### src/hw/uart_rx_pkg.sv
package uart_rx_pkg;
  // ==========================================================
  // Entry layout: data byte plus three error tags
  localparam int DATA_W   = 8;
  localparam int TAG_W    = 3;
  localparam int ENTRY_W  = DATA_W + TAG_W;
  localparam int TAG_LSB  = 8;
  localparam int TAG_PAR  = 8;
  localparam int TAG_FRM  = 9;
  localparam int TAG_OVR  = 10;
  // ==========================================================
  // FIFO shape
  localparam int DEPTH    = 32;
  localparam int PTR_W    = 5;
  localparam int CNT_W    = 6;
  localparam int BOTTOM_N = 4;
  localparam logic [CNT_W-1:0] DMA_THRESH = 6'h05;
  // ==========================================================
  // Status byte layout
  localparam int STAT_W   = 8;
  localparam int ERR_FIFO_BIT  = 5;
  localparam int BRK_END_BIT   = 4;
  localparam int BRK_BEGIN_BIT = 3;
  localparam logic [DATA_W-1:0] NULL_CHAR = 8'h00;
endpackage

### src/hw/rx_fifo_if.sv
`timescale 1ns/1ps
interface rx_fifo_if;
  logic                            push_valid;
  logic                            push_ready;
  logic [uart_rx_pkg::ENTRY_W-1:0] push_data;
  logic                            pop_valid;
  logic                            pop_ready;
  logic [uart_rx_pkg::ENTRY_W-1:0] pop_data;
  logic [uart_rx_pkg::CNT_W-1:0]   count;
  logic                            err_bottom;

  modport fifo (input  push_valid, push_data, pop_ready,
                output push_ready, pop_valid, pop_data, count, err_bottom);
  modport ctrl (output push_valid, push_data, pop_ready,
                input  push_ready, pop_valid, pop_data, count, err_bottom);
endinterface // rx_fifo_if

### src/hw/rx_err_status.sv
// Functional notes
// - Error tag in any of bottom four entries raises flag bit 5 and interrupt.
// - While error flag is set, no receive DMA service request is made.
// - No tagged bottom entry clears flag and re-enables DMA requests.
// - Error flag is read-only, taken only from FIFO tag state.
// - End-of-break flag (bit 4) setting rearms the break-start flag.
// - End-of-break lets received characters enter the FIFO again.
// - Break seen then rising receive input sets end-of-break, requests interrupt.
// - During break only one null framing-error character is stored.
`timescale 1ns/1ps
module rx_err_status (
  // Clock and reset
  input  wire logic                            ref_clk,
  input  wire logic                            arst_n,
  // Characters from the shifter
  input  wire logic                            char_valid,
  output logic                                 char_ready,
  input  wire logic [uart_rx_pkg::DATA_W-1:0]  char_data,
  input  wire logic [uart_rx_pkg::TAG_W-1:0]   char_err,
  // Receive input level
  input  wire logic                            rx_in,
  // Flag clears from software, one-cycle pulses
  input  wire logic                            clear_brk_end,
  input  wire logic                            clear_brk_begin,
  // Drain side
  output logic                                 out_valid,
  input  wire logic                            out_ready,
  output logic [uart_rx_pkg::ENTRY_W-1:0]      out_data,
  // Status and requests
  output logic [uart_rx_pkg::STAT_W-1:0]       status_bits,
  output logic                                 error_in_fifo_flag,
  output logic                                 receive_end_of_break_flag,
  output logic                                 receive_break_begin_flag,
  output logic                                 dma_req,
  output logic                                 irq
);
  rx_fifo_if fq ();

  rx_tag_fifo #(
    .WIDTH (uart_rx_pkg::ENTRY_W),
    .DEPTH (uart_rx_pkg::DEPTH)
  ) u_fifo (
    .ref_clk (ref_clk),
    .arst_n  (arst_n),
    .f       (fq.fifo)
  );

  // Status flags and break state
  logic err_flag_r;
  logic brk_end_r;
  logic brk_begin_r;
  logic armed_r;
  logic brk_r;
  logic rx_prev_r;
  logic dma_r;
  logic irq_r;
  logic null_fe;
  logic rx_rise;
  logic brk_end_set;
  logic brk_begin_set;
  logic drop;
  logic brk_end_nxt;
  logic err_flag_nxt;

  assign null_fe = char_valid && (char_data == uart_rx_pkg::NULL_CHAR) &&
                   char_err[uart_rx_pkg::TAG_FRM - uart_rx_pkg::TAG_LSB];
  // Idle-high reset of rx_prev_r keeps reset from faking an edge
  assign rx_rise = rx_in && !rx_prev_r;
  assign brk_end_set   = brk_r && rx_rise;
  // Begin only when the kept null can really enter the FIFO
  assign brk_begin_set = null_fe && armed_r && !brk_r && fq.push_ready;
  assign drop    = brk_r;
  assign fq.push_valid = char_valid && !drop;
  assign fq.push_data  = {char_err, char_data};
  // Dropped chars are still taken so the shifter never stalls during a break
  assign char_ready    = drop || fq.push_ready;
  assign fq.pop_ready  = out_ready;
  assign out_valid     = fq.pop_valid;
  assign out_data      = fq.pop_data;
  assign err_flag_nxt = fq.err_bottom;
  assign brk_end_nxt  = brk_end_set || (brk_end_r && !clear_brk_end);

  // ==========================================================
  // Line edge tracking
  always_ff @(posedge ref_clk or negedge arst_n) begin
    if (!arst_n) begin
      rx_prev_r <= 1'b1;
    end else begin
      rx_prev_r <= rx_in;
    end
  end

  // ==========================================================
  // Break interlock
  // A break opens on a null char with a framing tag; that first
  // char is kept and later ones are swallowed until the line rises.
  // A full FIFO holds the opening off, or the kept null would be lost.
  always_ff @(posedge ref_clk or negedge arst_n) begin
    if (!arst_n) begin
      brk_r       <= 1'b0;
      armed_r     <= 1'b1;
      brk_begin_r <= 1'b0;
      brk_end_r   <= 1'b0;
    end else begin
      if (brk_end_set) begin
        brk_r <= 1'b0;
      end else if (brk_begin_set) begin
        brk_r <= 1'b1;
      end
      if (brk_end_set) begin
        armed_r <= 1'b1;
      end else if (brk_begin_set) begin
        armed_r <= 1'b0;
      end
      // Set wins over a same-cycle clear
      if (brk_begin_set) begin
        brk_begin_r <= 1'b1;
      end else if (clear_brk_begin) begin
        brk_begin_r <= 1'b0;
      end
      brk_end_r <= brk_end_nxt;
    end
  end

  // ==========================================================
  // Error flag, DMA gate and interrupt
  // The flag follows the four oldest entries only, so a pop that
  // uncovers a clean bottom clears it with no software action.
  always_ff @(posedge ref_clk or negedge arst_n) begin
    if (!arst_n) begin
      err_flag_r <= 1'b0;
      dma_r      <= 1'b0;
      irq_r      <= 1'b0;
    end else begin
      err_flag_r <= err_flag_nxt;
      // DMA gated by flag
      // Gate on the next flag value so no request leaks for a cycle
      dma_r <= (fq.count >= uart_rx_pkg::DMA_THRESH) && !err_flag_nxt;
      irq_r <= err_flag_nxt || brk_end_nxt;
    end
  end

  always_comb begin
    status_bits = '0;
    status_bits[uart_rx_pkg::ERR_FIFO_BIT]  = err_flag_r;
    status_bits[uart_rx_pkg::BRK_END_BIT]   = brk_end_r;
    status_bits[uart_rx_pkg::BRK_BEGIN_BIT] = brk_begin_r;
  end
  assign error_in_fifo_flag        = err_flag_r;
  assign receive_end_of_break_flag = brk_end_r;
  assign receive_break_begin_flag  = brk_begin_r;
  assign dma_req                   = dma_r;
  assign irq                       = irq_r;
endmodule // rx_err_status

### src/hw/rx_tag_fifo.sv
`timescale 1ns/1ps
module rx_tag_fifo #(
  parameter int WIDTH = uart_rx_pkg::ENTRY_W,
  parameter int DEPTH = uart_rx_pkg::DEPTH
) (
  // Clock and reset
  input  wire logic ref_clk,
  input  wire logic arst_n,
  // Both sides
  rx_fifo_if.fifo   f
);
  logic [WIDTH-1:0]              mem [DEPTH];
  logic [uart_rx_pkg::PTR_W-1:0] wr_ptr_r;
  logic [uart_rx_pkg::PTR_W-1:0] rd_ptr_r;
  logic [uart_rx_pkg::CNT_W-1:0] count_r;
  logic [uart_rx_pkg::BOTTOM_N-1:0] tag_hit;
  logic                          do_push;
  logic                          do_pop;

  assign do_push      = f.push_valid && f.push_ready;
  assign do_pop       = f.pop_valid && f.pop_ready;
  assign f.push_ready = (count_r != uart_rx_pkg::CNT_W'(DEPTH));
  assign f.pop_valid  = (count_r != '0);
  assign f.pop_data   = mem[rd_ptr_r];
  assign f.count      = count_r;

  // ==========================================================
  // Storage, no reset needed on data
  always_ff @(posedge ref_clk) begin
    if (do_push) begin
      mem[wr_ptr_r] <= f.push_data;
    end
  end

  always_ff @(posedge ref_clk or negedge arst_n) begin
    if (!arst_n) begin
      wr_ptr_r <= '0;
      rd_ptr_r <= '0;
      count_r  <= '0;
    end else begin
      if (do_push) begin
        wr_ptr_r <= wr_ptr_r + 1'b1;
      end
      if (do_pop) begin
        rd_ptr_r <= rd_ptr_r + 1'b1;
      end
      if (do_push && !do_pop) begin
        count_r <= count_r + 1'b1;
      end else if (do_pop && !do_push) begin
        count_r <= count_r - 1'b1;
      end
    end
  end

  // ==========================================================
  // Tag scan of the bottom entries (oldest first)
  for (genvar i = 0; i < uart_rx_pkg::BOTTOM_N; i++) begin : g_bottom
    logic [uart_rx_pkg::PTR_W-1:0] idx;
    assign idx = rd_ptr_r + uart_rx_pkg::PTR_W'(i);
    assign tag_hit[i] = (count_r > uart_rx_pkg::CNT_W'(i)) &&
                        (|mem[idx][WIDTH-1:uart_rx_pkg::TAG_LSB]);
  end
  assign f.err_bottom = |tag_hit;
endmodule // rx_tag_fifo

### config.mk
export PLATFORM = sky130hd
export DESIGN_NAME = rx_err_status
export DESIGN_NICKNAME = d
export VERILOG_FILES = /design/src/hw/uart_rx_pkg.sv /design/src/hw/rx_fifo_if.sv /design/src/hw/rx_err_status.sv /design/src/hw/rx_tag_fifo.sv
export SDC_FILE = /design/constraint.sdc
export NUM_CORES = 1
export LEC_CHECK = 0
export BUFFER_PORTS_ARGS = -buffer_cell sky130_fd_sc_hd__buf_2
export CAP_MARGIN = 20
export CORE_ASPECT_RATIO = 0.75
export CORE_MARGIN = 1.5
export CORE_UTILIZATION = 60
export DETAILED_ROUTE_END_ITERATION = 7
export PLACE_DENSITY = 0.77
export SLEW_MARGIN = 40
export SYNTH_ARGS = -nofsm -noshare
export SYNTH_HDL_FRONTEND = slang
export SYNTH_SLANG_ARGS = --single-unit
### constraint.sdc
create_clock -name ref_clk -period 8.55 [get_ports ref_clk]
set_input_delay 0.4275 -clock ref_clk [delete_from_list [all_inputs] [get_ports ref_clk]]
set_output_delay 0.4275 -clock ref_clk [all_outputs]
set_load 0.01 [all_outputs]
==> metrics.md <==
| Metric | Value |
|---|---|
| Detailed Routing Iterations Pass 1 | 8 |
| Register area | 0.0112 mm^2 |
| Routability cong. | 0.864 |
| Fin crit period | 4.75 ns |
| Synth top cells by count | 352 x edfxtp_1, 73 x mux4_2, 61 x nor2_1, 59 x mux2i_1, 47 x nand2_1 |
| Die area | 0.0284 mm^2 |
| Die X | 194 um |
| CTS Buffer Depth | 3 |
| Gr usage total | 26.6% |
| Largest net degree at the start of global routing | 63 |
| # IOs | 44 |
| Clk_skew | 0.0256 ns |
| Area delta synth->final | 10.2% |
| TritonCTS clock tree | built |
| Nets | 1045 |
| Drt via density | 6.70 |
| Slew Viols, Final | 0 |
| Synth area leader | edfxtp_1 |
| CTS sink count | 376 |
| F_max | 0.210 GHz |
| Drt first-iter violations | 1224 |
| Yosys reg bits | 376 |
| LEAKAGE | 5.95 nW |
| Synthesized area | 0.0164 mm^2 |
| Site Rows | 52 |
| Top-area cell type share of the netlist area | 64.4% |
| VDD IR-drop max | 0.241 mV |
| Synth warn | 0 |
| Top post-synthesis cells by area | edfxtp_1 64%, mux4_2 10%, mux2i_1 3.6%, dfrtp_1 3.4%, mux4_1 1.8% |
| Count leader, synth | edfxtp_1 |
| Total of max-cap violations | 0 |
| Post-CTS Resized | 0 |
| Detailed-route via count | 9321 |
| Clock buffer count from CTS | 36 |
| Fin Setup TNS | 0 ns |
| Syn Area/Cell | 16.8 um^2 |
| Gate Count Post-Synth | 976 |
| H-tree Lvls | 2 |
| Final worst-path cycle share | 55.6% |
| Core Region | 0.0269 mm^2 |
| DRC | 3 |
| Worst setup EP type | output port |
| Footprint of the multi-input gates | 0.00491 mm^2 |
| Fin. Hold Viols | 0 |
| Share of flip-flops with an asynchronous set or reset | 6.38% |
| Post-Layout Cell Count | 1391 |
| Violated checks | DRC |
| Seq/Total Area, Yosys | 68.1% |
| Antenna Cells | 0 |
| Reg2Reg Setup Slack | 4.55 ns |
| Vias in the first global route | 9092 |
| DR WL/cell | 26.4 um |
| Worst slack at placement | 4.51 ns |
| WL final | 36.8 mm |
| Worst slew pin tran | 0.836 ns |
| Initial antenna violation count | 0 |
| Critical path fanouts, max | 45 |
| Clk Latency, worst-skew pair | 0.55 ns |
| Crit start category | flop |
| Placed Instance Area | 0.0169 mm^2 |
| Number of port buffers | 38 |
| Power Density | 333 mW/mm^2 |
| Post-synth EDFFs | 352 |
| First-pass GRT wire length | 56.2 mm |
| FILL cells | 1779 |
| Share of cells above drive strength 1 | 21.4% |
| Slew headroom | 44.1% |
| DP HPWL | 23.1 mm |
| Final setup fails | 0 |
| Ys flop type | edfxtp_1 |
| RSZ-0062 raised after global routing | no |
| Status | complete, but fails checks |
| Root buf cell | clkbuf_16 |
| Crit path arrival time | 4.32 ns |
| Die height | 146 um |
| Starting Density | 60.9% |
| ANT nets after route | 0 |
| Slack of the critical path | 3.80 ns |
| Final non-filler cell area | 0.0181 mm^2 |
| CP Data Required Time | 8.12 ns |
| HP Class | input port to flop |
| GR Overflow Total | 0 |
| Post-placement cell count | 1326 |
| WS Path Type | flop to output port |
| Count of cell types in the netlist | 65 |
| Clock slew at reported path FFs | 0.07 ns |
layout by cell type (no fill, tap or decap), drive strengths merged, types with 15 or more instances in the layout:
cell type	count
edfxtp	352
mux4	84
nor2	61
mux2i	59
buf	58
nand2	47
clkbuf	47
o21ai	31
a21oi	31
nor3	29
dfrtp	22
xnor2	16
inv	16
clkinv	15
routing by layer:
| layer | global-route usage (%) | wire length, um |
|---|---|---|
| met1 | 41.9 | 16200 |
| met2 | 38.8 | 16500 |
| met3 | 5.68 | 3530 |
| met4 | 5.82 | 535 |
| met5 | 0 | 0 |
critical path, stage by stage (launching register included):
cell and delay, ns:
dfrtp_4 0.84, buf_4 0.63, nand3_1 0.75, o22ai_1 0.50, o32ai_1 0.14, a221oi_1 0.62
buf_2 0.25
per-stage QoR:
| step | hold WS [ns] | power, mW | util, % |
|---|---|---|---|
| after floorplan | 0.132 | 3.89 | - |
| after global placement | 0.448 | 4.46 | 62.6 |
| after detailed placement | 0.449 | 4.49 | 62.8 |
| after CTS | 0.00782 | 6.02 | 67.1 |
| after global routing | 0.00377 | 6.28 | 67.2 |
| final | 0.0232 | 6.02 | 67.2 |
registers in the layout, indices dropped and copies added, names as in the netlist:
name	count
dma_req	1
error_in_fifo_flag	1
u_fifo.f.count	6
u_fifo.rd_ptr_r	5
receive_break_begin_flag	1
receive_end_of_break_flag	1
rx_prev_r	1
u_fifo.wr_ptr_r	5
armed_r	1
brk_r	1
irq	1
u_fifo.mem	352
where the power goes:
group	internal, mW	switching [mW]	total, mW	leakage [nW]
clock	0.846	0.687	1.53	0.545
combinational	0.903	1.24	2.15	1.95
sequential	2.16	0.182	2.34	3.45
what timing repair did:
action | 4_1_cts | 5_1_grt
buffers inserted | 0 | 0
endpoints found under the hold margin | 22 | 0
hold buffers | 1 | 0
cells by family after synthesis:
| family | share of synthesized area (%) |
|---|---|
| DFF | 68.1 |
| AOI/OAI and AO/OA | 5.57 |
| muxes | 15.7 |
| other | 0.0229 |
| adders and majority gates | 0.991 |
| xor gates and xnor gates | 1.22 |
| and+or+nand+nor | 5.96 |
| buffers and inverters | 2.49 |
cell type report:
| type | count | share of cell area [%] |
|---|---|---|
| Clock inverter | 17 | 0.885 |
| Timing Repair Buffer | 59 | 1.98 |
| Tap cell | 351 | 2.43 |
| Inverter | 17 | 0.353 |
| Multi-Input combinational cell | 524 | 27.2 |
| Clock buffer | 47 | 5.38 |
| Sequential cell | 376 | 61.8 |
final timing paths:
check | startpoint | to | depth (start not counted)
worst max-delay path | u_fifo.rd_ptr_r[1] | out_data[10] | 6
worst min-delay path | rx_in | rx_prev_r | 1
worst max register to register | u_fifo.rd_ptr_r[1] | irq | 8
worst min register to register | armed_r | armed_r | 2
max in group asynchronous | arst_n | u_fifo.rd_ptr_r[0] | 2
min in group asynchronous | arst_n | u_fifo.wr_ptr_r[3] | 2
Note: power is estimated with default switching activity, not from simulation.
